**config.mk**
```make
export PLATFORM = sky130hd
export DESIGN_NAME = perf_counter_event_select
export DESIGN_NICKNAME = d
export VERILOG_FILES = /design/src/core/perf_counter_pkg.sv /design/src/core/perf_counter_event_select.sv
export SDC_FILE = /design/constraint.sdc
export NUM_CORES = 1
export LEC_CHECK = 0
export ABC_AREA = 0
export BUFFER_PORTS_ARGS = -buffer_cell sky130_fd_sc_hd__buf_2
export CORE_ASPECT_RATIO = 2
export CORE_MARGIN = 1
export CORE_UTILIZATION = 45
export DETAILED_ROUTE_END_ITERATION = 16
export PLACE_DENSITY = 0.71
export SLEW_MARGIN = 30
export SYNTH_ARGS = -nofsm -noshare
export SYNTH_HDL_FRONTEND = slang
export SYNTH_SLANG_ARGS = --single-unit
```
**constraint.sdc**
```tcl
create_clock -name ref_clk -period 9 [get_ports ref_clk]
set_input_delay 1.8 -clock ref_clk [delete_from_list [all_inputs] [get_ports ref_clk]]
set_output_delay 1.8 -clock ref_clk [all_outputs]
set_load 0.01 [all_outputs]
```
**src/core/perf_counter_pkg.sv**
```systemverilog
package perf_counter_pkg;

   // Register numbers as used by the special-register move instructions.
   localparam logic [9:0] SPR_USER_COUNTER_VIEW_1 = 10'h3A9;
   localparam logic [9:0] SPR_USER_COUNTER_VIEW_2 = 10'h3AA;
   localparam logic [9:0] SPR_USER_SAMPLED_INSTR_VIEW = 10'h3AB;
   localparam logic [9:0] SPR_USER_COUNTER_VIEW_3 = 10'h3AD;
   localparam logic [9:0] SPR_USER_COUNTER_VIEW_4 = 10'h3AE;
   localparam logic [9:0] SPR_EVENT_COUNTER_1 = 10'h3B9;
   localparam logic [9:0] SPR_EVENT_COUNTER_2 = 10'h3BA;
   localparam logic [9:0] SPR_SAMPLED_INSTR_ADDRESS = 10'h3BB;
   localparam logic [9:0] SPR_EVENT_COUNTER_3 = 10'h3BD;
   localparam logic [9:0] SPR_EVENT_COUNTER_4 = 10'h3BE;

   // Field positions use little-endian numbering of the 32-bit control word:
   // architectural bit n sits at index 31-n.
   localparam int SEL_THREE_LSB = 27;
   localparam int SEL_FOUR_LSB = 22;
   localparam int SEL_WIDTH = 5;
   localparam int TB_SELECT_LSB = 23;

   // Time-base bits picked by the time-base bit select, as indices of a
   // 64-bit little-endian time base (architectural bits 47, 51, 55, 63).
   localparam int TB_BIT_SEL0 = 16;
   localparam int TB_BIT_SEL1 = 12;
   localparam int TB_BIT_SEL2 = 8;
   localparam int TB_BIT_SEL3 = 0;

   localparam logic [31:0] COUNTER_RESET = 32'h0000_0000;
   localparam logic [31:0] ADDRESS_RESET = 32'h0000_0000;
   localparam logic [31:0] READ_UNMAPPED = 32'h0000_0000;

   // Encodings shared by both select fields.
   localparam logic [4:0] SEL_HOLD = 5'h00;
   localparam logic [4:0] SEL_CYCLES = 5'h01;
   localparam logic [4:0] SEL_COMPLETED = 5'h02;
   localparam logic [4:0] SEL_TB_RISE = 5'h03;
   localparam logic [4:0] SEL_DISPATCHED = 5'h04;

   // Encodings of counter three.
   localparam logic [4:0] SEL3_L1_DMISS = 5'h05;
   localparam logic [4:0] SEL3_DTB_MISS = 5'h06;
   localparam logic [4:0] SEL3_L2_DMISS = 5'h07;
   localparam logic [4:0] SEL3_TAKEN_BR = 5'h08;
   localparam logic [4:0] SEL3_PM_USER = 5'h09;
   localparam logic [4:0] SEL3_STCX_DONE = 5'h0A;
   localparam logic [4:0] SEL3_FPU_DONE = 5'h0B;
   localparam logic [4:0] SEL3_SNOOP_CASTOUT = 5'h0C;
   localparam logic [4:0] SEL3_L2_OP_HIT = 5'h0D;
   localparam logic [4:0] SEL3_L1_LOAD_MISS_CYC = 5'h0F;
   localparam logic [4:0] SEL3_SPEC2_RESOLVED = 5'h10;
   localparam logic [4:0] SEL3_BR_DEP_STALL = 5'h11;

   // Encodings of counter four.
   localparam logic [4:0] SEL4_L2_CASTOUT = 5'h05;
   localparam logic [4:0] SEL4_DTB_SEARCH_CYC = 5'h06;
   localparam logic [4:0] SEL4_MISPREDICT = 5'h08;
   localparam logic [4:0] SEL4_PM_SUPER = 5'h09;
   localparam logic [4:0] SEL4_STCX_INTACT = 5'h0A;
   localparam logic [4:0] SEL4_SYNC_DONE = 5'h0B;
   localparam logic [4:0] SEL4_SNOOP_RETRY = 5'h0C;
   localparam logic [4:0] SEL4_INT_DONE = 5'h0D;
   localparam logic [4:0] SEL4_TWO_BR_STALL = 5'h0E;

endpackage

```
**src/core/perf_counter_event_select.sv**
```systemverilog
`timescale 1ns/1ps
// How it works
// Counter three select in bits 0-4; zero holds.
// Counter four select in bits 5-9; zero holds.
// Select one counts every clock cycle.
// Select two counts completions, folded branches excluded.
// Select three counts chosen time-base bit rises.
// Select four adds zero, one or two dispatches.
// Counter three: data cache, translation, level-two misses.
// Counter three counts all taken branches.
// Counter three counts mark toggles in user mode.
// Counter three: store-conditional and floating-point completions.
// Counter three: snoop castouts, level-two operation hits.
// Counter three: load-miss cycles, stream, stall events.
// Reserved encodings count nothing; software avoids them.
// Counter four: castouts and table-search cycles.
// Counter four: mispredicts, mark toggles in supervisor.
// Counter four: intact store-conditional, sync completions.
// Counter four: snoop retries, integer ops, branch stalls.
// Four counters read-write at their register numbers.
// User views mirror counters, read-only.
// Overflow interrupt samples the causing instruction address.
// Other interrupts sample last completed; address read-write.
// User view mirrors the sampled address, read-only.
// Overflow when sign bit sets; interrupt needs enables.
// Freeze bit stops all counters after interrupt.
// Mirrors read identically; mirror writes are ignored.
module perf_counter_event_select
   import perf_counter_pkg::*;
(
   input wire logic ref_clk,
   input wire logic rst_n,
   input wire logic [9:0] sprNum,
   input wire logic sprWrEn,
   input wire logic [31:0] sprWrData,
   input wire logic sprRdEn,
   output logic [31:0] sprRdData,
   output logic sprRdValid,
   output logic sprRdHit,
   input wire logic [31:0] monitorControlOne,
   input wire logic [31:0] monitorControlTwo,
   input wire logic monitorIntEnable,
   input wire logic freezeOnInterrupt,
   input wire logic counterIntControl3,
   input wire logic counterIntControl4,
   input wire logic [63:0] timeBase,
   input wire logic [1:0] completedCount,
   input wire logic [1:0] dispatchedCount,
   input wire logic l1DataMiss,
   input wire logic dataTranslationBufferMiss,
   input wire logic l2DataMiss,
   input wire logic takenBranch,
   input wire logic processMarkBit,
   input wire logic userMode,
   input wire logic storeCondDone,
   input wire logic fpuDone,
   input wire logic snoopCastout,
   input wire logic l2OpHit,
   input wire logic l1LoadMissCycle,
   input wire logic spec2Resolved,
   input wire logic branchUnitDepStall,
   input wire logic l2Castout,
   input wire logic dtbSearchCycle,
   input wire logic mispredictedBranch,
   input wire logic storeCondIntact,
   input wire logic syncDone,
   input wire logic snoopRetry,
   input wire logic integerDone,
   input wire logic branchUnitTwoStall,
   input wire logic causeInstrAddrValid,
   input wire logic [31:0] causeInstrAddr,
   input wire logic [31:0] lastCompletedAddr,
   input wire logic otherMonitorInt,
   output logic monitorIntSignal,
   output logic countersFrozen
);

   logic [31:0] counterOne_r;
   logic [31:0] counterTwo_r;
   logic [31:0] counterThree_r;
   logic [31:0] counterThree_nxt;
   logic [31:0] counterFour_r;
   logic [31:0] counterFour_nxt;
   logic [31:0] sampledAddr_r;
   logic [31:0] sprRdData_r;
   logic sprRdValid_r;
   logic sprRdHit_r;
   logic monitorIntSignal_r;
   logic frozen_r;
   logic tbBit;
   logic tbBitPrev_r;
   logic tbRise;
   logic pmPrev_r;
   logic pmToggle;
   logic [4:0] selThree;
   logic [4:0] selFour;
   logic [1:0] tbSelect;
   logic [31:0] singleThree;
   logic [31:0] singleFour;
   logic [1:0] incThree;
   logic [1:0] incFour;
   logic overflowThree;
   logic overflowFour;
   logic thresholdInt;
   logic wrThree;
   logic wrFour;
   logic wrOne;
   logic wrTwo;
   logic wrAddr;
   logic anyInt;
   logic historyValid_r;

   // Amount to add this cycle for one counter; multi-count events are the
   // only ones that can add two.
   function automatic logic [1:0] incFor(
      input logic [4:0] sel,
      input logic [31:0] single,
      input logic [1:0] cmpl,
      input logic [1:0] disp
   );
      logic [1:0] amt;
      amt = 2'h0;
      case (sel)
         SEL_HOLD: amt = 2'h0;
         SEL_COMPLETED: amt = cmpl;
         SEL_DISPATCHED: amt = disp;
         default: amt = {1'b0, single[sel]};
      endcase
      return amt;
   endfunction

   // Register-number decode, used by the write strobes only.
   function automatic logic isSpr(input logic [9:0] num, input logic [9:0] ref_num);
      return num == ref_num;
   endfunction

   // The numbers that the read port answers.
   // Any other number reads back as zero with hit low.
   function automatic logic isMapped(input logic [9:0] num);
      return num inside {SPR_USER_COUNTER_VIEW_1, SPR_USER_COUNTER_VIEW_2, SPR_USER_SAMPLED_INSTR_VIEW,
         SPR_USER_COUNTER_VIEW_3, SPR_USER_COUNTER_VIEW_4, SPR_EVENT_COUNTER_1, SPR_EVENT_COUNTER_2,
         SPR_SAMPLED_INSTR_ADDRESS, SPR_EVENT_COUNTER_3, SPR_EVENT_COUNTER_4};
   endfunction

   // Both select fields sit at the top of the word, counter three first.
   assign selThree = monitorControlTwo[SEL_THREE_LSB +: SEL_WIDTH];
   assign selFour = monitorControlTwo[SEL_FOUR_LSB +: SEL_WIDTH];
   assign tbSelect = monitorControlOne[TB_SELECT_LSB +: 2];

   // All four select values are legal, so the last one is the default.
   always_comb begin
      case (tbSelect)
         2'h0: tbBit = timeBase[TB_BIT_SEL0];
         2'h1: tbBit = timeBase[TB_BIT_SEL1];
         2'h2: tbBit = timeBase[TB_BIT_SEL2];
         default: tbBit = timeBase[TB_BIT_SEL3];
      endcase
   end

   // Both edge detectors start from zero, which need not be the live level.
   // Counting waits one edge after reset, so a bit that is already high
   // is not taken for a fresh edge.
   always_ff @(posedge ref_clk) begin
      if (!rst_n) begin
         historyValid_r <= 1'b0;
      end else begin
         historyValid_r <= 1'b1;
      end
   end

   // The time base runs on the processor clock, so its bit needs no sync.
   always_ff @(posedge ref_clk) begin
      if (!rst_n) begin
         tbBitPrev_r <= 1'b0;
      end else begin
         tbBitPrev_r <= tbBit;
      end
   end

   assign tbRise = tbBit & ~tbBitPrev_r & historyValid_r;

   // The mark bit is a level; any change is one toggle, and the mode input
   // decides which counter may see it.
   always_ff @(posedge ref_clk) begin
      if (!rst_n) begin
         pmPrev_r <= 1'b0;
      end else begin
         pmPrev_r <= processMarkBit;
      end
   end

   assign pmToggle = (processMarkBit ^ pmPrev_r) & historyValid_r;

   // Reserved encodings keep a zero in their slot and so count nothing.
   always_comb begin
      singleThree = 32'h0000_0000;
      singleThree[SEL_CYCLES] = 1'b1;
      singleThree[SEL_TB_RISE] = tbRise;
      singleThree[SEL3_L1_DMISS] = l1DataMiss;
      singleThree[SEL3_DTB_MISS] = dataTranslationBufferMiss;
      singleThree[SEL3_L2_DMISS] = l2DataMiss;
      singleThree[SEL3_TAKEN_BR] = takenBranch;
      singleThree[SEL3_PM_USER] = pmToggle & userMode;
      singleThree[SEL3_STCX_DONE] = storeCondDone;
      singleThree[SEL3_FPU_DONE] = fpuDone;
      singleThree[SEL3_SNOOP_CASTOUT] = snoopCastout;
      singleThree[SEL3_L2_OP_HIT] = l2OpHit;
      singleThree[SEL3_L1_LOAD_MISS_CYC] = l1LoadMissCycle;
      singleThree[SEL3_SPEC2_RESOLVED] = spec2Resolved;
      singleThree[SEL3_BR_DEP_STALL] = branchUnitDepStall;
   end

   // Counter four shares the slots of the common encodings.
   always_comb begin
      singleFour = 32'h0000_0000;
      singleFour[SEL_CYCLES] = 1'b1;
      singleFour[SEL_TB_RISE] = tbRise;
      singleFour[SEL4_L2_CASTOUT] = l2Castout;
      singleFour[SEL4_DTB_SEARCH_CYC] = dtbSearchCycle;
      singleFour[SEL4_MISPREDICT] = mispredictedBranch;
      singleFour[SEL4_PM_SUPER] = pmToggle & ~userMode;
      singleFour[SEL4_STCX_INTACT] = storeCondIntact;
      singleFour[SEL4_SYNC_DONE] = syncDone;
      singleFour[SEL4_SNOOP_RETRY] = snoopRetry;
      singleFour[SEL4_INT_DONE] = integerDone;
      singleFour[SEL4_TWO_BR_STALL] = branchUnitTwoStall;
   end

   // The completed count arrives with folded branches already removed.
   assign incThree = incFor(selThree, singleThree, completedCount, dispatchedCount);
   assign incFour = incFor(selFour, singleFour, completedCount, dispatchedCount);

   // A frozen counter keeps its value, yet software may still load it.
   assign counterThree_nxt = frozen_r ? counterThree_r : counterThree_r + {30'h0000_0000, incThree};
   assign counterFour_nxt = frozen_r ? counterFour_r : counterFour_r + {30'h0000_0000, incFour};

   // One write strobe per register; the mirror numbers get none, which
   // is what keeps them read-only.
   assign wrThree = sprWrEn & isSpr(sprNum, SPR_EVENT_COUNTER_3);
   assign wrFour = sprWrEn & isSpr(sprNum, SPR_EVENT_COUNTER_4);
   assign wrOne = sprWrEn & isSpr(sprNum, SPR_EVENT_COUNTER_1);
   assign wrTwo = sprWrEn & isSpr(sprNum, SPR_EVENT_COUNTER_2);
   assign wrAddr = sprWrEn & isSpr(sprNum, SPR_SAMPLED_INSTR_ADDRESS);

   // Overflow is the sign bit set by counting; a software load of an
   // overflowed value is not treated as an overflow event here.
   assign overflowThree = ~wrThree & ~counterThree_r[31] & counterThree_nxt[31];
   assign overflowFour = ~wrFour & ~counterFour_r[31] & counterFour_nxt[31];
   assign thresholdInt = monitorIntEnable & ((overflowThree & counterIntControl3)
      | (overflowFour & counterIntControl4));

   // Any cause at all; it drives the pulse, the freeze and the address sample.
   assign anyInt = thresholdInt | (monitorIntEnable & otherMonitorInt);

   // A software load in the same cycle as an increment wins over the count.
   always_ff @(posedge ref_clk) begin
      if (!rst_n) begin
         counterThree_r <= COUNTER_RESET;
      end else if (wrThree) begin
         counterThree_r <= sprWrData;
      end else begin
         counterThree_r <= counterThree_nxt;
      end
   end

   // Counter four follows the same order: a load beats the count.
   always_ff @(posedge ref_clk) begin
      if (!rst_n) begin
         counterFour_r <= COUNTER_RESET;
      end else if (wrFour) begin
         counterFour_r <= sprWrData;
      end else begin
         counterFour_r <= counterFour_nxt;
      end
   end

   // Counters one and two count elsewhere; here they are plain storage.
   always_ff @(posedge ref_clk) begin
      if (!rst_n) begin
         counterOne_r <= COUNTER_RESET;
      end else if (wrOne) begin
         counterOne_r <= sprWrData;
      end
   end

   always_ff @(posedge ref_clk) begin
      if (!rst_n) begin
         counterTwo_r <= COUNTER_RESET;
      end else if (wrTwo) begin
         counterTwo_r <= sprWrData;
      end
   end

   // The line follows its causes one cycle late; an overflow lasts one cycle.
   always_ff @(posedge ref_clk) begin
      if (!rst_n) begin
         monitorIntSignal_r <= 1'b0;
      end else begin
         monitorIntSignal_r <= anyInt;
      end
   end

   // The freeze holds until software drops the freeze bit; a new interrupt
   // in that same cycle does not keep it set.
   always_ff @(posedge ref_clk) begin
      if (!rst_n) begin
         frozen_r <= 1'b0;
      end else if (freezeOnInterrupt && anyInt) begin
         frozen_r <= 1'b1;
      end else if (!freezeOnInterrupt) begin
         frozen_r <= 1'b0;
      end
   end

   // Hardware sampling wins over a software write in the same cycle, so an
   // interrupt's address is never lost.
   always_ff @(posedge ref_clk) begin
      if (!rst_n) begin
         sampledAddr_r <= ADDRESS_RESET;
      end else if (thresholdInt && causeInstrAddrValid) begin
         sampledAddr_r <= causeInstrAddr;
      end else if (anyInt) begin
         sampledAddr_r <= lastCompletedAddr;
      end else if (wrAddr) begin
         sampledAddr_r <= sprWrData;
      end
   end

   // Mirror numbers have no write path at all.
   always_ff @(posedge ref_clk) begin
      if (!rst_n) begin
         sprRdData_r <= READ_UNMAPPED;
      end else if (sprRdEn) begin
         case (sprNum)
            SPR_EVENT_COUNTER_1, SPR_USER_COUNTER_VIEW_1: sprRdData_r <= counterOne_r;
            SPR_EVENT_COUNTER_2, SPR_USER_COUNTER_VIEW_2: sprRdData_r <= counterTwo_r;
            SPR_EVENT_COUNTER_3, SPR_USER_COUNTER_VIEW_3: sprRdData_r <= counterThree_r;
            SPR_EVENT_COUNTER_4, SPR_USER_COUNTER_VIEW_4: sprRdData_r <= counterFour_r;
            SPR_SAMPLED_INSTR_ADDRESS, SPR_USER_SAMPLED_INSTR_VIEW: sprRdData_r <= sampledAddr_r;
            default: sprRdData_r <= READ_UNMAPPED;
         endcase
      end
   end

   // Hit is kept apart from the data so that an empty read is told apart.
   always_ff @(posedge ref_clk) begin
      if (!rst_n) begin
         sprRdHit_r <= 1'b0;
      end else if (sprRdEn) begin
         sprRdHit_r <= isMapped(sprNum);
      end
   end

   // Valid follows every read strobe, mapped or not, so a read always
   // gets an answer one cycle later.
   always_ff @(posedge ref_clk) begin
      if (!rst_n) begin
         sprRdValid_r <= 1'b0;
      end else begin
         sprRdValid_r <= sprRdEn;
      end
   end

   // Every output comes straight from a flip-flop, so none has a
   // combinational path back to an input.
   assign sprRdData = sprRdData_r;
   assign sprRdValid = sprRdValid_r;
   assign sprRdHit = sprRdHit_r;
   assign monitorIntSignal = monitorIntSignal_r;
   assign countersFrozen = frozen_r;

endmodule

```
Word level (Yosys, flattened, before mapping)
Index checks and enable logic that the tools add are counted.

Add/sub/neg operators: 2. Shift operators: 0. $mul: 0. Eq/ne operators: 19. Multiplexer cells: 18. Div/mod/pow operators: 0. Reductions and logical operators: 12. Magnitude comparators: 2. Bitwise operators: 27.

Operators by type and width (number): 2-to-1 mux 32 bit (7); one-hot mux 32 bit (5 select lines) (1); equality test 10 bit (second input constant) (10); adder 32 x 2 -> 32 bit (2); AND 1 bit (18); < comparator 5 x 6 -> 1 bit (second input constant) (2); one-hot mux 2 bit (3 select lines) (2); binary-select mux 1 bit (select 5 bit) (2); equality test 5 x 2 -> 1 bit (second input constant) (2); equality test 5 x 3 -> 1 bit (second input constant) (2); zero test 5 bit (2); nonzero test 10 bit (1); OR reduction 2 bit (5); != test 2 x 1 -> 1 bit (second input constant) (3); NOT 1 bit (6); 2-to-1 mux 1 bit (5); one-hot mux 1 bit (3 select lines) (1); nonzero test 3 bit (1); equality test 2 x 1 -> 1 bit (second input constant) (1); equality test 2 bit (second input constant) (1); logical AND 1 bit (2); zero test 2 bit (1); OR 1 bit (2); XOR 1 bit (1).

Input port bits: 269. Output and inout port bits: 36. Memory bits (writable): 0. Memories: 0. ROM bits: 0. Register bits: 199. Bits in latches: 0.

Logic depth before layout (Yosys ltp)
Gate-level depths: netlist of the first run.

Depth after elaboration: 16. Depth in mapped cells: 16.

Least setup slack after synthesis of the first run
Ideal clock, no wire load.

Path kind: in2reg. Start: input monitorControlOne[23]. End: register sampledAddr_r[10]. Required time: 8.883 ns. Buffers on the path: 3. Path slack: 4.004 ns. Arrival: 4.879 ns. Cell stages on the path: 16. Path through: mux4_2 nand3b_1 o22ai_1 a21oi_1 o21ai_0 a22o_1 ha_1 a21oi_2 or4b_1 buf_6 or4b_1 buf_6 buf_12 a221oi_2 o21ai_1 a32o_1.

Longest elaborated chain between the ends: 16.

RTL lines: start, declared (RTL line perf_counter_event_select.sv:40) `input wire logic [31:0] monitorControlOne,`; equality test 2 bit, or another cell as far along (RTL line perf_counter_event_select.sv:152) `case (tbSelect)`; one-hot mux 1 bit (3 select lines) * (RTL line perf_counter_event_select.sv:152); AND 1 bit * (2 in series) (RTL line perf_counter_event_select.sv:180) `assign tbRise = tbBit & ~tbBitPrev_r & historyValid_r;`; binary-select mux 1 bit (select 5 bit) (RTL line perf_counter_event_select.sv:127) `default: amt = {1'b0, single[sel]};`; 2-to-1 mux 1 bit (not written as such) (RTL line perf_counter_event_select.sv:127); one-hot mux 2 bit (3 select lines) (RTL line perf_counter_event_select.sv:123) `case (sel)`; adder 32 x 2 -> 32 bit, on equally long branches (RTL line perf_counter_event_select.sv:234, perf_counter_event_select.sv:235); 2-to-1 mux 32 bit, on equally long branches (RTL line perf_counter_event_select.sv:234, perf_counter_event_select.sv:235); AND 1 bit, on equally long branches (RTL line perf_counter_event_select.sv:247, perf_counter_event_select.sv:248); AND 1 bit, on equally long branches (RTL line perf_counter_event_select.sv:249, perf_counter_event_select.sv:250); OR 1 bit * (RTL line perf_counter_event_select.sv:250) `| (overflowFour & counterIntControl4));`; AND 1 bit * (RTL line perf_counter_event_select.sv:249) `assign thresholdInt = monitorIntEnable & ((overflowThree & counterIntControl3)`; OR 1 bit (RTL line perf_counter_event_select.sv:253) `assign anyInt = thresholdInt | (monitorIntEnable & otherMonitorInt);`; 2-to-1 mux 32 bit (RTL line perf_counter_event_select.sv:322) `end else if (anyInt) begin`; 2-to-1 mux 32 bit (RTL line perf_counter_event_select.sv:320) `end else if (thresholdInt && causeInstrAddrValid) begin`; end signal, assigned (RTL line perf_counter_event_select.sv:321) `sampledAddr_r <= causeInstrAddr;`; end signal, assigned (RTL line perf_counter_event_select.sv:323) `sampledAddr_r <= lastCompletedAddr;`; end signal, assigned (RTL line perf_counter_event_select.sv:325) `sampledAddr_r <= sprWrData;`; end, declared (RTL line perf_counter_event_select.sv:84) `logic [31:0] sampledAddr_r;`.

Every way passes the cells marked *; elsewhere a longest branch is shown, timed or not. The select of a mux whose other input is x is not followed. A chain may end at the register's enable or synchronous reset.

Worst setup path in the final report of the first run
Start: input monitorControlOne[23]. End: register sampledAddr_r[20].

The elaborated chain is that of the path after synthesis.

==> impl_metrics.yaml, run 1 <==
status:
  status: "complete, no violations"
global_routing:
  grt_max_degree: 84
  grt_pass1_vias: 10030
  grt_usage_pct: 29.26
  grt_pass1_wl_um: 53150
  antenna_found_initial: 1
  grt-ovfl-total: 0
finish:
  fin_util_pct: 53.06
  instances_no_fill: 1658
  finalNetCount: 1639
  area_growth_pct: 15.07
  fillers: 2184
  drive_gt1_share_pct: 23.67
  stdcell_area_um2: 12120
clock_tree:
  cts_buffers: 17
  tritoncts: "yes"
  cts_setup_buffers: 0
  cts_hold_buf: 0
  ctsLongestPathBuffers: 2
  cts_resized: 0
  htreeDepth: 4
  clkTransAtPathRegs_ns: 0.07
  clock_latency_ns: 0.46
  clock-sinks: 199
  root_buffer: "clkbuf_16"
sta:
  fin_crit_sh_pct: 60.02
  setup_viol: 0
  setup_slack_ns: 3.598
  relSlewSlack_pct: 31.74
  fin_skew_ns: 0.01122
  fmax_mhz: 185.1
  rsz0062_at_grt: "no"
  tightest_slew_ns: 1.022
  period_needed_ns: 5.402
  slew_viol_final: 0
  hold_violations: 0
  fin_tns_setup_ns: 0
power_and_ir_drop:
  clock_power_share_pct: 40.5
  p_switching_mw: 0.4888
  ir_drop_mv: 0.1395
  power_switching_share_pct: 26.77
  p_comb_share_pct: 9.6
  cellPowerDensity_nw_per_um2: 150.7
  p_leak_nw: 4.092
  seq_power_share_pct: 49.8
  internal-power_mw: 1.337
detailed_routing:
  top_layer: "met4"
  drt_iter0_drc: 854
  routed_wl_um: 34420
  drtAntennaViolNets: 0
  dr.pass1.iters: 7
  drc: 0
  vias: 10370
  wl_met2_um: 17780
  routed_via_density: 6.256
  wire_per_inst_um: 20.76
  wl_met3_um: 2261
  wl_met1_um: 12790
worst_setup_path:
  cp_max_fo: 17
  worstSetupEndpointType: "flip-flop"
  cp_top_family: "compound AO/OA/AOI/OAI gates"
  crit_start: "monitorControlOne[23]"
  crit_required_ns: 9.40
  critical_path_class: "in2reg"
  cp_slowest_cell: "or4b_1"
  crit_chain: "buf_2 -> mux4_2 -> nand3b_1 -> o22ai_1 -> a21oi_1 -> o21ai_0 -> a22o_1 -> ha_1 -> a21oi_2 -> or4b_1 -> nor4b_4 -> o31a_1 -> o21a_1 -> buf_4 -> a32o_1"
  reg2reg_from: "pmPrev_r"
  worst-path-buf-inv: 2
  cp-start-kind: "primary input"
  cp_slowest_stage_delay_ns: 0.76
  arrival_ns: 5.80
yosys:
  avgSynthCellArea_um2: 8.465
  async_flop_share_pct: 0
  synth_edf_count: 0
  ys_seq_elements: 199
  synth_fp_nets: 1519
  synthTopCellsByArea: "dfxtp_1, nand2_1, a221oi_2"
  yosys.area.top_type: "dfxtp_1"
  synth_commonest_cells: "dfxtp_1, nand2_1, clkbuf_1, a21oi_1, nor2_1"
  syn_area_um2: 10530
  ys_types: 61
  yosysTopAreaCellShare_pct: 37.83
  synth.most_common_cell: "dfxtp_1"
  yosys_warnings: 0
  ys_seq_area_share_pct: 37.83
  ys_dominant_reg_cell: "dfxtp_1"
  postSynthCellCount: 1244
placed_design:
  place_congestion: 0.8557
  dpl-instance-area_um2: 11560
  port_buffers: 192
  dp_hpwl_um: 22880
  pre_cts_slack_ns: 3.166
  dp_cells: 1625
die:
  core_um2: 22840
  die-area_um2: 24050
  io_pins: 305
  die_h_um: 218.3
  num_rows: 78
  die_w_um: 110.2
  start_util_pct: 46.11
hold_path:
  hold_class: "reg2reg"
  worstHoldStart: "counterOne_r[22]"
job:
  drv_cap: 0
## final cells by class
cell class                      instances  area (um^2)  area share, %
Timing Repair Buffer                  212         1111          9.170
Sequential cell                       199         3984          32.88
Clock inverter                         15        128.9          1.064
Antenna cell                            1        2.502        0.02065
Inverter                               13        50.05         0.4131
Tap cell                              280        350.3          2.891
Clock buffer                           17        425.4          3.511
Multi-Input combinational cell        921         6065          50.05
## per-stage QoR
stage | total power, mW | hold slack, ns
3_3_place_gp | 1.101 | 0.4409
4_1_cts | 1.835 | 0.4579
2_1_floorplan | 1.020 | 0.4357
5_1_grt | 1.885 | 0.4758
6_report | 1.826 | 0.4555
3_5_place_dp | 1.105 | 0.4476
## worst min-delay path: stages (launching register included)
cell	delay [ns]
dfxtp_1	0.31
nand2_1	0.05
a21oi_1	0.05
## kinds of logic after synthesis
family	Yosys count	synth area share [%]
simple gates	457	22.62
compound gates	391	27.55
flops	199	37.83
buf+inv	124	5.169
xor+xnor	56	4.658
mux	11	1.307
fa+ha+maj	6	0.8555
## placed cells by master, fill, tap and decap left out, types with 33 or more instances in the layout
cell	instances
nor2b_1	39
a31oi_1	35
xnor2_1	33
nand2_1	162
nor4b_1	33
dfxtp_1	199
a21oi_1	77
nor2_1	75
a211oi_1	51
a22oi_1	35
o21ai_0	50
buf_2	192
## state kept, by name, summed over array words and instances (netlist names)
register,count
counterFour_r,32
counterOne_r,32
counterThree_r,32
counterTwo_r,32
countersFrozen,1
historyValid_r,1
monitorIntSignal,1
pmPrev_r,1
sampledAddr_r,32
sprRdData,32
sprRdHit,1
sprRdValid,1
tbBitPrev_r,1
## layer usage
metal | global-route usage (%) | up-vias
met5 | 0 | -
met4 | 15.79 | 0
met1 | 31.80 | 4942
li1 | - | 4888
met2 | 52.46 | 446
met3 | 5.070 | 96
## worst paths after layout
check / cells past startpoint / endpoint / slack, ns
worst min-delay path: 2 / counterOne_r[22] / 0.46
worst max register to register: 14 / sampledAddr_r[20] / 4.80
worst min register to register: 2 / counterOne_r[22] / 0.46
worst max-delay path: 15 / sampledAddr_r[20] / 3.60
## power groups by stage
stage,sequential [mW],clock (mW),combinational [mW]
6_report,0.910,0.740,0.176
5_1_grt,0.912,0.781,0.191
3_5_place_dp,0.931,0,0.174
2_1_floorplan,0.931,0,0.0881
3_3_place_gp,0.930,0,0.171
4_1_cts,0.910,0.750,0.175
Note: power is estimated with default switching activity, not from simulation.
==> run 2: changes to the inputs <==
--- a/config.mk
+++ b/config.mk
@@ -11,7 +11,7 @@
 export CORE_MARGIN = 1
 export CORE_UTILIZATION = 45
 export DETAILED_ROUTE_END_ITERATION = 16
-export PLACE_DENSITY = 0.71
+export PLACE_DENSITY = 0.74
 export SLEW_MARGIN = 30
 export SYNTH_ARGS = -nofsm -noshare
 export SYNTH_HDL_FRONTEND = slang
==> constraint.sdc (replaced) <==
create_clock -name ref_clk -period 4.8 [get_ports ref_clk]
set_input_delay 0.96 -clock ref_clk [delete_from_list [all_inputs] [get_ports ref_clk]]
set_output_delay 0.96 -clock ref_clk [all_outputs]
set_load 0.01 [all_outputs]
==> impl_metrics.yaml, run 2 (synthesized netlist as in run 1, its figures left out) <==
status:
  status: "complete, no violations"
die:
  core_um2: 22840
  die_w_um: 110.2
  num_rows: 78
  die-area_um2: 24050
  io_pins: 305
  die_h_um: 218.3
  start_util_pct: 46.11
clock_tree:
  clock-sinks: 199
  cts_buffers: 17
  cts_setup_buffers: 0
  htreeDepth: 4
  root_buffer: "clkbuf_16"
  clkTransAtPathRegs_ns: 0.08
  tritoncts: "yes"
  cts_hold_buf: 0
  clock_latency_ns: 0.45
  ctsLongestPathBuffers: 2
  cts_resized: 0
finish:
  fin_util_pct: 53.60
  antenna_cells: 0
  area_growth_pct: 16.24
  final_common_cell: "dfxtp_1"
  fillers: 2184
  finalNetCount: 1649
  final_cell_mix: "dfxtp_1, buf_2, nand2_1, a21oi_1, nor2_1"
  drive_gt1_share_pct: 24.08
  stdcell_area_um2: 12240
sta:
  relSlewSlack_pct: 37.33
  setup_viol: 0
  period_needed_ns: 4.264
  hold_violations: 0
  timing.hold.ws_ns: 0.4553
  slew_viol_final: 0
  fin_tns_setup_ns: 0
  fmax_mhz: 234.5
  fin_skew_ns: 0.01062
  rsz0062_at_grt: "no"
  fin_crit_sh_pct: 88.83
  tightest_slew_ns: 0.9401
power_and_ir_drop:
  p_switching_mw: 0.9322
  p_comb_share_pct: 9.6
  power.total_mw: 3.451
  seq_power_share_pct: 49.5
  ir_drop_mv: 0.2240
  clock_power_share_pct: 40.9
  p_leak_nw: 4.154
  cellPowerDensity_nw_per_um2: 282.0
  internal-power_mw: 2.519
  power_switching_share_pct: 27.01
worst_setup_path:
  crit_required_ns: 5.15
  cp_top_family: "simple AND/OR/NAND/NOR gates"
  worstSetupEndpointType: "flip-flop"
  cp_slowest_stage_delay_ns: 0.72
  cp-start-kind: "primary input"
  crit_chain: "buf_2 -> mux4_2 -> nand3b_1 -> o22ai_1 -> a21oi_1 -> o21ai_0 -> a22o_1 -> ha_1 -> a21oi_2 -> or4b_1 -> or4b_2 -> buf_4 -> a221oi_2 -> o21ai_1 -> a32o_1"
  arrival_ns: 4.62
  worst-path-buf-inv: 2
  critical_path_class: "in2reg"
  cp_max_fo: 12
  r2r_setup_slack_ns: 0.86
  cp_slowest_cell: "or4b_2"
global_routing:
  grt_pass1_vias: 10380
  antenna_found_initial: 0
  grt_max_degree: 70
  grt_pass1_wl_um: 54170
  grt-ovfl-total: 0
  grt_usage_pct: 29.68
detailed_routing:
  vias: 10460
  drc: 0
  wire_per_inst_um: 20.60
  drt_iter0_drc: 877
  dr.pass1.iters: 6
  drtAntennaViolNets: 0
  routed_via_density: 6.275
  routed_wl_um: 34330
placed_design:
  place_congestion: 0.8641
  port_buffers: 192
  dp_hpwl_um: 23200
  dpl-instance-area_um2: 11630
job:
  drv_cap: 0
hold_path:
  hold_class: "reg2reg"
==> run 2: cell types whose count changed in the layout (fill, tap and decap cells not counted), sizes merged <==
cell	previous run	this run
diode	1	0
inv	22	20
buf	212	222
clkinv	4	6
==> run 2: worst paths after layout <==
path	start	cells after the start	endpoint
hold reg to reg	counterOne_r[23]	2	counterOne_r[23]
setup / recovery	monitorControlOne[23]	15	sampledAddr_r[26]
hold / removal	counterOne_r[23]	2	counterOne_r[23]
setup reg to reg	pmPrev_r	15	sampledAddr_r[6]
==> run 2: per-layer routing <==
metal	GRT usage, %	vias to the layer above	wire, um
li1	-	4899	-
met1	32.85	4950	12550
met2	51.35	502	17440
met3	5.160	110	2433
met4	18.51	0	1914
met5	0	-	0
==> run 2: final cells by class <==
type,instances,area [um^2],share of cell area [%]
sequential,199,3984,32.55
inverter,13,50.05,0.4089
multi-input combinational,921,6046,49.39
tap,280,350.3,2.862
timing repair buffer,222,1231,10.06
clock inverter,15,153.9,1.257
clock buffer,17,425.4,3.475
==> run 2: power by group through the flow <==
| stage | combinational, mW | clock (mW) | sequential, mW |
|---|---|---|---|
| floorplan | 0.165 | 0 | 1.75 |
| global placement | 0.324 | 0 | 1.74 |
| detailed placement | 0.330 | 0 | 1.75 |
| CTS | 0.332 | 1.43 | 1.71 |
| global route | 0.363 | 1.49 | 1.71 |
| finish | 0.332 | 1.41 | 1.71 |
==> run 2: metrics by stage <==
step	worst slack (ns)	std cells
finish	0.5360	1667
CTS	0.5350	1666
detailed placement	0.08017	1634
floorplan	0.6436	1244
global placement	0.09780	1634
global route	0.3197	1667
==> run 2: worst reg2reg max path, stage by stage (launching register included) <==
cell      delay [ns]
dfxtp_1         0.31
xnor2_1         0.21
nor3_1          0.09
mux4_2          0.47
o211ai_1        0.16
o21ai_0         0.11
a22o_1          0.21
ha_1            0.22
a21oi_2         0.17
or4b_1          0.20
buf_4           0.21
nor4b_4         0.06
o31a_1          0.34
nor3_2          0.71
buf_12          0.27
a32o_1          0.15
